`config.mk`:
```
export PLATFORM = sky130hd
export DESIGN_NAME = kmlc_top
export DESIGN_NICKNAME = d
export VERILOG_FILES = /design/src/kmlc_pkg.sv /design/src/kmlc_chan_if.sv /design/src/kmlc_chan.sv /design/src/kmlc_top.sv
export SDC_FILE = /design/constraint.sdc
export NUM_CORES = 1
export LEC_CHECK = 0
export ABC_AREA = 1
export BUFFER_PORTS_ARGS = -buffer_cell sky130_fd_sc_hd__clkbuf_2
export CORE_AREA = 2 2 71 73
export DETAILED_ROUTE_END_ITERATION = 8
export DIE_AREA = 0 0 73 75
export GPL_TIMING_DRIVEN = 0
export PLACE_DENSITY_LB_ADDON = 0.2
export SETUP_SLACK_MARGIN = 0.3
export SLEW_MARGIN = 10
export SYNTH_ARGS = -nofsm -noshare
export SYNTH_HDL_FRONTEND = slang
export SYNTH_SLANG_ARGS = --single-unit
export TNS_END_PERCENT = 5
```
`constraint.sdc`:
```
create_clock -name clk -period 1.4 [get_ports clk]
set_input_delay 0.14 -clock clk [delete_from_list [all_inputs] [get_ports clk]]
set_output_delay 0.14 -clock clk [all_outputs]
set_load 0.005 [all_outputs]
```
`src/kmlc_pkg.sv`:
```
// Constants shared by the keyboard/mouse logical device configuration block.
// Assumes an 8-bit index/data configuration port in front of it.
package kmlc_pkg;
  // ****************************************
  // Configuration port addressing
  // ****************************************
  localparam logic [7:0] KMLC_IDX_LDN    = 8'h07; // Logical device number register
  localparam logic [7:0] KMLC_LDN_KBD    = 8'h01; // This logical device's number
  localparam logic [7:0] KMLC_OFS_ISO    = 8'hf0; // isolation_latch_control
  localparam logic [7:0] KMLC_OFS_SWAP   = 8'hf1; // pin_swap_select
  localparam logic [7:0] KMLC_OFS_RST    = 8'hf2; // core_reset_control
  // ****************************************
  // Field positions
  // ****************************************
  localparam int KMLC_B_MISO   = 6; // Mouse isolate
  localparam int KMLC_B_KISO   = 5; // Keyboard isolate
  localparam int KMLC_B_MLSEL  = 4; // mouse_irq_latch_select
  localparam int KMLC_B_KLSEL  = 3; // keyboard_irq_latch_select
  localparam int KMLC_B_FGATE  = 2; // Fast gate port enable
  localparam int KMLC_B_SWAP   = 0; // Pin swap
  localparam int KMLC_B_CRST   = 0; // Core reset
  // ****************************************
  // Reset values
  // ****************************************
  localparam logic [7:0] KMLC_RST_BYTE = 8'h00; // All three registers
  localparam logic       KMLC_RST_BIT  = 1'b0;  // Single control bits
endpackage : kmlc_pkg

```
`src/kmlc_chan_if.sv`:
```
// Signals between the top and one keyboard-or-mouse channel.
// Assumes both ends run on the same clock.
`timescale 1ns/1ps
interface kmlc_chan_if;
  logic pin_clk;   // Raw clock pin level
  logic pin_dat;   // Raw data pin level
  logic isolate;   // Block pins into the core
  logic latch_sel; // Interrupt latch select
  logic core_irq;  // Core interrupt
  logic irq_ack;   // Core's clear of the latched copy
  logic core_clk;  // Clock level toward the core
  logic core_dat;  // Data level toward the core
  logic wake_dat;  // Data level toward wakeup logic
  logic irq;       // Selected interrupt
  modport top  (output pin_clk, pin_dat, isolate, latch_sel, core_irq, irq_ack,
                input  core_clk, core_dat, wake_dat, irq);
  modport chan (input  pin_clk, pin_dat, isolate, latch_sel, core_irq, irq_ack,
                output core_clk, core_dat, wake_dat, irq);
endinterface : kmlc_chan_if

```
`src/kmlc_chan.sv`:
```
// One PS/2 channel: pin synchroniser, isolation gate and interrupt latch.
// Assumes the top holds clock enable and reset; pins are asynchronous.
`timescale 1ns/1ps
module kmlc_chan
  import kmlc_pkg::*;
(
  input  wire logic  clk,   // 200 MHz clock
  input  wire logic  rst_n, // Host domain reset, synchronous
  input  wire logic  ce,    // Clock enable
  kmlc_chan_if.chan  ch     // Channel signals
);
  // ****************************************
  // Pin synchroniser
  // ****************************************
  logic [1:0] meta_r; // First stage, read only by the second
  logic [1:0] sync_r; // Second stage: {clk, dat}
  logic       lat_r;  // Latched copy of the core interrupt

  // Two flops per pin before anything looks at it
  always_ff @(posedge clk)
  begin
    if (!rst_n)
    begin
      meta_r <= 2'h3;
      sync_r <= 2'h3;
    end
    else if (ce)
    begin
      meta_r <= {ch.pin_clk, ch.pin_dat};
      sync_r <= meta_r;
    end
  end

  // Wakeup path bypasses the isolate gate entirely
  assign ch.wake_dat = sync_r[0];
  // Blocked pins read idle high so the core sees a quiet bus
  assign ch.core_clk = ch.isolate | sync_r[1];
  assign ch.core_dat = ch.isolate | sync_r[0];

  // ****************************************
  // Interrupt latch
  // ****************************************
  // Set by the core interrupt, cleared by the core's ack; set wins
  always_ff @(posedge clk)
  begin
    if (!rst_n)
      lat_r <= KMLC_RST_BIT;
    else if (ce)
    begin
      if (ch.core_irq)
        lat_r <= 1'b1;
      else if (ch.irq_ack)
        lat_r <= 1'b0;
    end
  end

  // Default ANDs the live line with its latch; select 1 gives the latch alone
  assign ch.irq = ch.latch_sel ? lat_r : (lat_r & ch.core_irq);

  // ****************************************
  // Checks
  // ****************************************
  chk_iso_idle_high: assert property (@(posedge clk) disable iff (!rst_n)
    ch.isolate |-> (ch.core_clk && ch.core_dat))
    else $error("isolated channel not idle high");
  chk_latch_holds: assert property (@(posedge clk) disable iff (!rst_n)
    (ce && ch.core_irq) |=> lat_r)
    else $error("latch missed core interrupt");
endmodule : kmlc_chan

```
`src/kmlc_top.sv`:
```
// Keyboard/mouse logical device configuration registers and pin routing.
// Assumes an index/data configuration port on the same clock, a
// keyboard controller core beside it, and open-drain PS/2 pins.
//
// What this block does
// - Mouse isolate blocks mouse pins into core
// - Mouse wake data path ignores mouse isolate
// - Keyboard isolate blocks keyboard pins into core
// - Keyboard wake data path ignores keyboard isolate
// - Mouse interrupt: AND with latch, or latch
// - Keyboard interrupt: AND with latch, or latch
// - Fast gate port enabled only when set
// - Swap exchanges keyboard and mouse pin pairs
// - Wake events ignore isolate and swap settings
// - Core reset bit holds core in reset
// - Logical device number selects register bank
`timescale 1ns/1ps
module kmlc_top
  import kmlc_pkg::*;
(
  input  wire logic       clk,                  // 200 MHz clock
  input  wire logic       rst_n,                // Host domain reset, sync
  input  wire logic       standby_system_reset_n, // Standby reset, sync
  input  wire logic       ce,                   // Clock enable
  input  wire logic       cfg_wr,               // Port write strobe
  input  wire logic       cfg_rd,               // Port read strobe
  input  wire logic       cfg_sel_data,         // 0 index port, 1 data port
  input  wire logic [7:0] cfg_wdata,            // Write data
  output logic      [7:0] cfg_rdata,            // Read data
  input  wire logic       keyboard_clock_pin_in,  // Pin level
  input  wire logic       keyboard_data_pin_in,   // Pin level
  input  wire logic       mouse_clock_pin_in,     // Pin level
  input  wire logic       mouse_data_pin_in,      // Pin level
  output logic            keyboard_clock_pin_out, // Always low when driving
  output logic            keyboard_clock_pin_oe,  // High pulls pin low
  output logic            keyboard_data_pin_out,  // Always low when driving
  output logic            keyboard_data_pin_oe,   // High pulls pin low
  output logic            mouse_clock_pin_out,    // Always low when driving
  output logic            mouse_clock_pin_oe,     // High pulls pin low
  output logic            mouse_data_pin_out,     // Always low when driving
  output logic            mouse_data_pin_oe,      // High pulls pin low
  input  wire logic       core_kbd_clk_drive,   // Core pulls kbd clock low
  input  wire logic       core_kbd_dat_drive,   // Core pulls kbd data low
  input  wire logic       core_mse_clk_drive,   // Core pulls mouse clock low
  input  wire logic       core_mse_dat_drive,   // Core pulls mouse data low
  output logic            core_kbd_clk_in,      // Kbd clock to core
  output logic            core_kbd_dat_in,      // Kbd data to core
  output logic            core_mse_clk_in,      // Mouse clock to core
  output logic            core_mse_dat_in,      // Mouse data to core
  input  wire logic       core_keyboard_interrupt, // Core kbd interrupt
  input  wire logic       core_mouse_interrupt,    // Core mouse interrupt
  input  wire logic       core_kbd_irq_ack,     // Clears kbd latch
  input  wire logic       core_mouse_irq_ack,   // Clears mouse latch
  output logic            keyboard_interrupt,   // Selected kbd interrupt
  output logic            mouse_interrupt,      // Selected mouse interrupt
  output logic            keyboard_wake_data,   // Kbd data to wakeup logic
  output logic            mouse_wake_data,      // Mouse data to wakeup logic
  output logic            fast_gate_enable,     // Fast gate port enabled
  output logic            core_reset            // Holds core in reset
);
  // ****************************************
  // Register file
  // ****************************************
  logic [7:0] index_r;  // Index port
  logic [7:0] ldn_r;    // Logical device number
  logic [1:0] iso_r;    // {mouse, keyboard} isolate, standby reset only
  logic [2:0] ctl_r;    // {mouse latch sel, kbd latch sel, fast gate}
  logic       swap_r;   // Pin swap
  logic       crst_r;   // Core reset

  // Address decode, all on named wires
  wire in_bank  = (ldn_r == KMLC_LDN_KBD);
  wire dat_wr   = cfg_wr && cfg_sel_data;
  wire wr_ldn   = dat_wr && (index_r == KMLC_IDX_LDN);
  wire wr_iso   = dat_wr && in_bank && (index_r == KMLC_OFS_ISO);
  wire wr_swap  = dat_wr && in_bank && (index_r == KMLC_OFS_SWAP);
  wire wr_rst   = dat_wr && in_bank && (index_r == KMLC_OFS_RST);
  // Reserved bits are not stored, so they read back zero whatever the host wrote
  wire [7:0] rd_iso  = {1'b0, iso_r, ctl_r, 2'b00};
  wire [7:0] rd_swap = {7'h00, swap_r};
  wire [7:0] rd_rst  = {7'h00, crst_r};
  wire [7:0] rd_mux  =
    !cfg_sel_data                                   ? index_r :
    (index_r == KMLC_IDX_LDN)                       ? ldn_r   :
    (in_bank && (index_r == KMLC_OFS_ISO))          ? rd_iso  :
    (in_bank && (index_r == KMLC_OFS_SWAP))         ? rd_swap :
    (in_bank && (index_r == KMLC_OFS_RST))          ? rd_rst  : 8'h00;

  // Index and logical device number
  always_ff @(posedge clk)
  begin
    if (!rst_n)
    begin
      index_r <= KMLC_RST_BYTE;
      ldn_r   <= KMLC_RST_BYTE;
    end
    else if (ce)
    begin
      if (cfg_wr && !cfg_sel_data)
        index_r <= cfg_wdata;
      if (wr_ldn)
        ldn_r <= cfg_wdata;
    end
  end

  // Isolate bits survive host reset; only standby reset clears them
  // Writes are still refused while host reset is low, as for every register
  always_ff @(posedge clk)
  begin
    if (!standby_system_reset_n)
      iso_r <= 2'h0;
    else if (ce && rst_n && wr_iso)
      iso_r <= {cfg_wdata[KMLC_B_MISO], cfg_wdata[KMLC_B_KISO]};
  end

  // Host-domain registers
  always_ff @(posedge clk)
  begin
    if (!rst_n)
    begin
      ctl_r  <= 3'h0;
      swap_r <= KMLC_RST_BIT;
      crst_r <= KMLC_RST_BIT;
    end
    else if (ce)
    begin
      if (wr_iso)
        ctl_r <= {cfg_wdata[KMLC_B_MLSEL], cfg_wdata[KMLC_B_KLSEL],
                  cfg_wdata[KMLC_B_FGATE]};
      if (wr_swap)
        swap_r <= cfg_wdata[KMLC_B_SWAP];
      if (wr_rst)
        crst_r <= cfg_wdata[KMLC_B_CRST];
    end
  end

  // Read data is registered; it appears the edge after the strobe
  always_ff @(posedge clk)
  begin
    if (!rst_n)
      cfg_rdata <= KMLC_RST_BYTE;
    else if (ce && cfg_rd)
      cfg_rdata <= rd_mux;
  end

  // ****************************************
  // Channels
  // ****************************************
  kmlc_chan_if kbd_if ();
  kmlc_chan_if mse_if ();

  // Isolation acts on the physical pins, before any swap
  assign kbd_if.pin_clk   = keyboard_clock_pin_in;
  assign kbd_if.pin_dat   = keyboard_data_pin_in;
  assign kbd_if.isolate   = iso_r[0];
  assign kbd_if.latch_sel = ctl_r[1];
  assign kbd_if.core_irq  = core_keyboard_interrupt;
  assign kbd_if.irq_ack   = core_kbd_irq_ack;
  assign mse_if.pin_clk   = mouse_clock_pin_in;
  assign mse_if.pin_dat   = mouse_data_pin_in;
  assign mse_if.isolate   = iso_r[1];
  assign mse_if.latch_sel = ctl_r[2];
  assign mse_if.core_irq  = core_mouse_interrupt;
  assign mse_if.irq_ack   = core_mouse_irq_ack;

  kmlc_chan u_kbd (.clk(clk), .rst_n(rst_n), .ce(ce), .ch(kbd_if));
  kmlc_chan u_mse (.clk(clk), .rst_n(rst_n), .ce(ce), .ch(mse_if));

  // Swap selection toward the core and toward the pins
  wire kbd_clk_core = swap_r ? mse_if.core_clk : kbd_if.core_clk;
  wire kbd_dat_core = swap_r ? mse_if.core_dat : kbd_if.core_dat;
  wire mse_clk_core = swap_r ? kbd_if.core_clk : mse_if.core_clk;
  wire mse_dat_core = swap_r ? kbd_if.core_dat : mse_if.core_dat;
  wire kbd_clk_drv  = swap_r ? core_mse_clk_drive : core_kbd_clk_drive;
  wire kbd_dat_drv  = swap_r ? core_mse_dat_drive : core_kbd_dat_drive;
  wire mse_clk_drv  = swap_r ? core_kbd_clk_drive : core_mse_clk_drive;
  wire mse_dat_drv  = swap_r ? core_kbd_dat_drive : core_mse_dat_drive;

  // ****************************************
  // Output flops
  // ****************************************
  // Open-drain pins only ever drive low, so the data outputs are constant flops
  always_ff @(posedge clk)
  begin
    if (!rst_n)
    begin
      {keyboard_clock_pin_oe, keyboard_data_pin_oe} <= 2'h0;
      {mouse_clock_pin_oe, mouse_data_pin_oe}       <= 2'h0;
      {keyboard_clock_pin_out, keyboard_data_pin_out} <= 2'h0;
      {mouse_clock_pin_out, mouse_data_pin_out}       <= 2'h0;
      {core_kbd_clk_in, core_kbd_dat_in, core_mse_clk_in, core_mse_dat_in} <= 4'hf;
      {keyboard_interrupt, mouse_interrupt}         <= 2'h0;
      {keyboard_wake_data, mouse_wake_data}         <= 2'h3;
      fast_gate_enable <= KMLC_RST_BIT;
      core_reset       <= KMLC_RST_BIT;
    end
    else if (ce)
    begin
      keyboard_clock_pin_oe <= kbd_clk_drv;
      keyboard_data_pin_oe  <= kbd_dat_drv;
      mouse_clock_pin_oe    <= mse_clk_drv;
      mouse_data_pin_oe     <= mse_dat_drv;
      core_kbd_clk_in <= kbd_clk_core;
      core_kbd_dat_in <= kbd_dat_core;
      core_mse_clk_in <= mse_clk_core;
      core_mse_dat_in <= mse_dat_core;
      keyboard_interrupt <= kbd_if.irq;
      mouse_interrupt    <= mse_if.irq;
      // Wake data follows the physical pin, never isolated or swapped
      keyboard_wake_data <= kbd_if.wake_dat;
      mouse_wake_data    <= mse_if.wake_dat;
      fast_gate_enable <= ctl_r[0];
      core_reset       <= crst_r;
    end
  end

  // ****************************************
  // Checks
  // ****************************************
  chk_mouse_iso_block: assert property (@(posedge clk) disable iff (!rst_n)
    (ce && iso_r[1] && !swap_r) |=> (core_mse_clk_in && core_mse_dat_in))
    else $error("mouse pins reached core while isolated");
  chk_kbd_iso_block: assert property (@(posedge clk) disable iff (!rst_n)
    (ce && iso_r[0] && !swap_r) |=> (core_kbd_clk_in && core_kbd_dat_in))
    else $error("keyboard pins reached core while isolated");
  // The pipeline holds reset values for three edges after host reset lifts
  chk_wake_mouse_free: assert property (@(posedge clk) disable iff (!rst_n)
    (ce && $past(ce, 1) && $past(ce, 2) && $past(ce, 3) &&
     $past(rst_n, 1) && $past(rst_n, 2) && $past(rst_n, 3))
      |-> mouse_wake_data == $past(mouse_data_pin_in, 3))
    else $error("mouse wake data not following pin");
  chk_wake_kbd_free: assert property (@(posedge clk) disable iff (!rst_n)
    (ce && $past(ce, 1) && $past(ce, 2) && $past(ce, 3) &&
     $past(rst_n, 1) && $past(rst_n, 2) && $past(rst_n, 3))
      |-> keyboard_wake_data == $past(keyboard_data_pin_in, 3))
    else $error("keyboard wake data not following pin");
  chk_mouse_irq_sel: assert property (@(posedge clk) disable iff (!rst_n)
    (ce && !ctl_r[2] && !core_mouse_interrupt) |=> !mouse_interrupt)
    else $error("mouse interrupt high without core interrupt");
  chk_kbd_irq_sel: assert property (@(posedge clk) disable iff (!rst_n)
    (ce && !ctl_r[1] && !core_keyboard_interrupt) |=> !keyboard_interrupt)
    else $error("keyboard interrupt high without core interrupt");
  chk_fast_gate_wr: assert property (@(posedge clk) disable iff (!rst_n)
    (ce && wr_iso) ##1 ce |=> fast_gate_enable == $past(cfg_wdata[KMLC_B_FGATE], 2))
    else $error("fast gate enable does not follow write");
  chk_swap_drive: assert property (@(posedge clk) disable iff (!rst_n)
    (ce && swap_r && core_mse_clk_drive) |=> keyboard_clock_pin_oe)
    else $error("swapped mouse clock drive missing on keyboard pin");
  chk_core_reset_wr: assert property (@(posedge clk) disable iff (!rst_n)
    (ce && wr_rst) ##1 ce |=> core_reset == $past(cfg_wdata[KMLC_B_CRST], 2))
    else $error("core reset does not follow write");
  chk_bank_select: assert property (@(posedge clk) disable iff (!rst_n)
    (ce && dat_wr && !in_bank) |=> $stable(swap_r) && $stable(crst_r))
    else $error("register written outside its logical device");
endmodule : kmlc_top

```
### After elaboration in Yosys (flattened, before gate mapping)

Cells that the tools add are included.
Widths: inputs -> output; s select.

| cells by class | value |
|---|---|
| muxes and demuxes | 19 |
| reduce and logical (&&, ||, !) cells | 23 |
| bitwise operators | 6 |
| equal/unequal tests | 5 |

Operators with widths:

| kind | count |
|---|---|
| $eq 8x8->1 const B | 3 |
| $mux 1 | 16 |
| $mux 8 | 2 |
| $reduce_and 2->1 | 7 |
| $logic_and 1x1->1 | 13 |
| $eq 8x1->1 const B | 1 |
| $eq 8x3->1 const B | 1 |
| $mux 7 | 1 |
| $or 1x1->1 | 4 |
| $reduce_bool 2->1 | 2 |
| $and 1x1->1 | 2 |
| $logic_not 1->1 | 1 |

| storage, ports and cells | value |
|---|---|
| flip-flop bits (word level) | 55 |
| logic and storage cells | 80 |
| input port bits | 27 |

### Longest topological paths before layout

| logic depth | value |
|---|---|
| depth in word-level cells | 7 |
| mapped depth | 11 |
| gate-level depth less buffers | 11 |

### Cells and area by module

From an unflattened synthesis, not the netlist that was laid out.

| unflattened totals | value |
|---|---|
| cell total of the unflattened synthesis | 336 |
| area, all modules | 2461.1 µm² |

Modules (own cells, without submodules):

| module | area an instance (µm²) | cells each | times used |
|---|---|---|---|
| kmlc_top | 2073.2 | 284 | 1 |
| kmlc_chan | 193.9 | 26 | 2 |

### Worst setup path before layout

Ideal clock, no wire load.

| timing | value |
|---|---|
| path kind | register to register |
| start | register index_r[5] |
| end | register iso_r[0] |
| cell stages (with the launch flop) | 10 |
| buffers on the path | 0 |
| data required time | 1.284 ns |
| slack | 0.089 ns |
| arrival | 1.195 ns |
| cell sequence | dfxtp_1 -> nand2_2 -> nor2_4 -> nand2_4 -> nor2_8 -> nand2_4 -> nor2_8 -> nand2_4 -> o21ai_1 -> a21oi_1 |

| between the ends | value |
|---|---|
| longest elaborated chain between the ends | 3 |

Ends and longest elaborated chain:

| element | RTL line | RTL |
|---|---|---|
| from (decl) | kmlc_top.sv:64 | `logic [7:0] index_r;` |
| from (signal assigned) | kmlc_top.sv:100 | `index_r <= cfg_wdata;` |
| $eq 8x8->1 | kmlc_top.sv:75 | `wire wr_iso = dat_wr && in_bank && (index_r == KMLC_OFS_ISO);` |
| $logic_and 1x1->1 | kmlc_top.sv:75 |  |
| $logic_and 1x1->1 | kmlc_top.sv:112 | `else if (ce && rst_n && wr_iso)` |
| to (signal assigned) | kmlc_top.sv:113 | `iso_r <= {cfg_wdata[KMLC_B_MISO], cfg_wdata[KMLC_B_KISO]};` |
| to (decl) | kmlc_top.sv:66 | `logic [1:0] iso_r;` |

Every way passes these cells.
A chain may end at the register's enable or synchronous reset.

### Worst setup path after layout

| timing | value |
|---|---|
| start | register index_r[5] |
| end | register cfg_rdata[6] |

| between the ends | value |
|---|---|
| longest elaborated chain between the ends | 5 |
| elaborated cells between the ends (all ways) | 6 |
| those cells by class | eq/ne: 2; mux: 3; reduce/logical: 1 |

Ends and longest elaborated chain:

| element | RTL line | RTL |
|---|---|---|
| $eq 8x8->1 | kmlc_top.sv:85 | `(in_bank && (index_r == KMLC_OFS_ISO)) ? rd_iso :` |
| $logic_and 1x1->1 | kmlc_top.sv:85 |  |
| $mux 7 | kmlc_top.sv:85 |  |
| $mux 8 (*) | kmlc_top.sv:84 | `(index_r == KMLC_IDX_LDN) ? ldn_r :` |
| $mux 8 (*) | kmlc_top.sv:83 | `!cfg_sel_data ? index_r :` |
| to (signal assigned) | kmlc_top.sv:143 | `cfg_rdata <= rd_mux;` |
| to (decl) | kmlc_top.sv:29 | `output logic [7:0] cfg_rdata,` |

Every way passes the cells marked *; elsewhere a longest branch is shown, timed or not.

==> summary.md <==
• Final Instance Area: 3020 µm²
• critical-path maximum fanout: 5
• data arrival time of the worst path: 1660 ps
• global-route wire length before repair: 10.01 mm
• clock net sink count: 55
• die area: 5475 µm²
• Worst-Skew Late Latency: 310 ps
• Worst R2R End: cfg_rdata[6]
• count of mapped cells out of synthesis: 343
• FF+latch count, synth: 55
• Util after Layout: 0.6481
• NumNets Final: 433
• leading cell types in the layout, fill and taps excluded: 65 x nand2_1, 47 x dfxtp_1, 47 x clkbuf_2
• maximum buffer depth of the clock tree: 2
• DP HPWL: 4.495 mm
• DR WL/cell: 13.32 µm
• worst reg-to-reg path cell count: 10
• via count of the first global-routing pass: 2199
• CTS Buf Count: 5
• area of the core: 4661 µm²
• worst setup slack before clock tree synthesis: -75.19 ps
• number of warnings printed during yosys synthesis: 0
• die span in x: 73 µm
• maximum number of pins on one net before global-route repair: 18
• worst hold path cell count: 3
• post-synthesis cell area: 2476 µm²
• setup violation total in the final timing report: 0
• final critical path time including I/O delays and setup: 1391 ps
• terminating pin of the worst hold path: u_mse.meta_r[0]
• max-capacitance violation count: 0
• total detailed-routing wirelength: 6.141 mm
• H-Tree Level Count: 2
• clk root buf: clkbuf_8
• slew margin rel.: 0.6007
• overall track demand over capacity in global routing: 0.2381
• residual antenna-violating net count after detailed routing: 0
• Placed Cells incl. Taps: 447
• Max Slew Vio Count: 0
• source of the worst hold timing path: mouse_data_pin_in
• Detailed Routing Iterations Pass 1: 4
• Total Negative Setup Slacks: 0 ps
• PortBufs: 47
• Hold WS: 35.93 ps
• Non-Filler Instances: 461
• routability congestion estimate from global placement: 0.8860
• final cycle utilization of the critical path: 0.9938
• final setup skew: 9.882 ps
• commonest non-fill, non-tap cell in the layout: nand2_1
• initial core utilization: 0.5313
• Worst IR Drop VDD: 738.9 µV
• Die Y-Extent: 75 µm
• CTS Hold Buffers Added: 0
• crit path launch type: flip-flop
• dpl cell area: 2798 µm²
• Min-Delay Path Class: input pin to flip-flop
• Max Freq: 0.7188 GHz
• unique cell type count in the Yosys netlist: 25
• outcome: complete, no violations
• Remaining Overflow, GRT: 0
• share of final-layout standard cells stronger than drive strength 1: 0.2580
• setup repair after global routing missed its margin: yes
• relative area change from synthesis to final layout: 21.98%
• category of the worst setup path capture point: flip-flop
• FILL cells: 432
• via count: 2448
• # diodes: 0
• register area share after synthesis: 0.4447
• R2R setup slack: 9 ps
• CTS tree: done
• Crit. Startpoint: index_r[5]
• Iter 0 DRT Violations: 187
• number of antenna violations at the first check in global routing: 0
• transition time of the tightest slew-check pin: 598.9 ps
• synthesized area per cell: 7.219 µm²
• leak pwr: 1.430 nW
• worst reg2reg path startpoint: index_r[5]
• Clock transition at path regs: 100 ps
• type of the worst setup path: flip-flop to flip-flop
• number of placed I/O pins: 53
• required time at the endpoint of the critical path: 1660 ps
• worst setup margin: 8.733 ps
• Final Hold Violating Endpoints: 0
• pwr dens: 1040 nW/µm²
• # rows: 25
• post-detailed-route DRC marker count: 0
• power consumption: 3.142 mW
• per-cell via count in the routed design: 5.310
routing by layer:
metal  vias up  part of all wire  global-route usage
li1       1237                 -                   -
met1      1112              0.45              0.3060
met2        86              0.48              0.4074
met3        13             0.050             0.04552
met4         0             0.015             0.07202
met5         -                 0                   0
cells in the mapped netlist:
master / instances / area, µm²
o21ai_0: 32 / 160.2
inv_2: 1 / 3.750
conb_1: 1 / 3.750
clkbuf_1: 7 / 26.28
clkinv_1: 1 / 3.750
nand2_2: 3 / 18.77
inv_1: 37 / 138.9
o211ai_1: 4 / 30.03
nor3_1: 8 / 40.04
nand3_1: 25 / 125.1
nor2_4: 2 / 22.52
buf_1: 3 / 11.26
nand4_1: 2 / 12.51
o21ai_1: 6 / 30.03
a21oi_1: 30 / 150.1
nand2_4: 3 / 33.78
nor2_1: 35 / 131.4
nor2_2: 1 / 6.260
o31ai_1: 4 / 30.03
a211oi_2: 3 / 37.54
buf_2: 3 / 15.01
dfxtp_1: 55 / 1101
buf_4: 6 / 45.04
nor2_8: 2 / 40.04
nand2_1: 69 / 259.0
logic make-up (layout without fill, tap and decap cells):
family,count (synthesis),count (layout),share of synthesized area
other,1,4,0.001514
buffers and inverters,58,119,0.09853
AND/OR/NAND/NOR,150,150,0.2784
flip-flops,55,55,0.4447
AO/OA/AOI/OAI,79,79,0.1769
layout make-up:
| cell class | count | area (µm²) | area share |
|---|---|---|---|
| clock inverter | 2 | 38.79 | 0.01284 |
| timing repair buffer | 53 | 277.8 | 0.09196 |
| inverter | 39 | 150.1 | 0.04971 |
| clock buffer | 6 | 82.58 | 0.02734 |
| buffer | 19 | 107.6 | 0.03563 |
| multi-input combinational | 233 | 1180 | 0.3906 |
| sequential | 55 | 1116 | 0.3695 |
| tap | 54 | 67.56 | 0.02237 |
worst max-delay path, stage by stage (launching register included):
cell	delay, ps
dfxtp_2	380
nand2_2	80
nor2_4	130
nand2_4	70
nor2_8	130
nand2_4	90
o21ai_1	180
nand2_1	120
nand3_2	80
nand2_1	50
inv_1	40
power by group:
group / switching (mW) / internal (mW)
clock: 0.536 / 0.589
combinational: 0.199 / 0.135
sequential: 0.0489 / 1.63
total: 0.784 / 2.36
worst max-delay path by stage:
stage / endpoint / slack [ps] / cells after the start
detailed placement: ldn_r[7] / -80 / 9
floorplan: iso_r[0] / 100 / 9
global route: cfg_rdata[6] / -100 / 9
finish: cfg_rdata[6] / 9 / 10
global placement: ldn_r[7] / -70 / 9
CTS: iso_r[1] / 30 / 9
registers in the layout, indices dropped and copies added, names as in the netlist, 2 cells and up:
name          cells
u_kbd.meta_r      2
ldn_r             8
ctl_r             3
iso_r             2
u_kbd.sync_r      2
cfg_rdata         8
index_r           8
u_mse.meta_r      2
u_mse.sync_r      2
timing repair:
action,4_1_cts,5_1_grt
pin swaps,9,4
endpoints found under the setup margin,31,31
buffers inserted,5,0
gates resized for setup,12,14
gates cloned,0,1
Note: power is estimated with default switching activity, not from simulation.
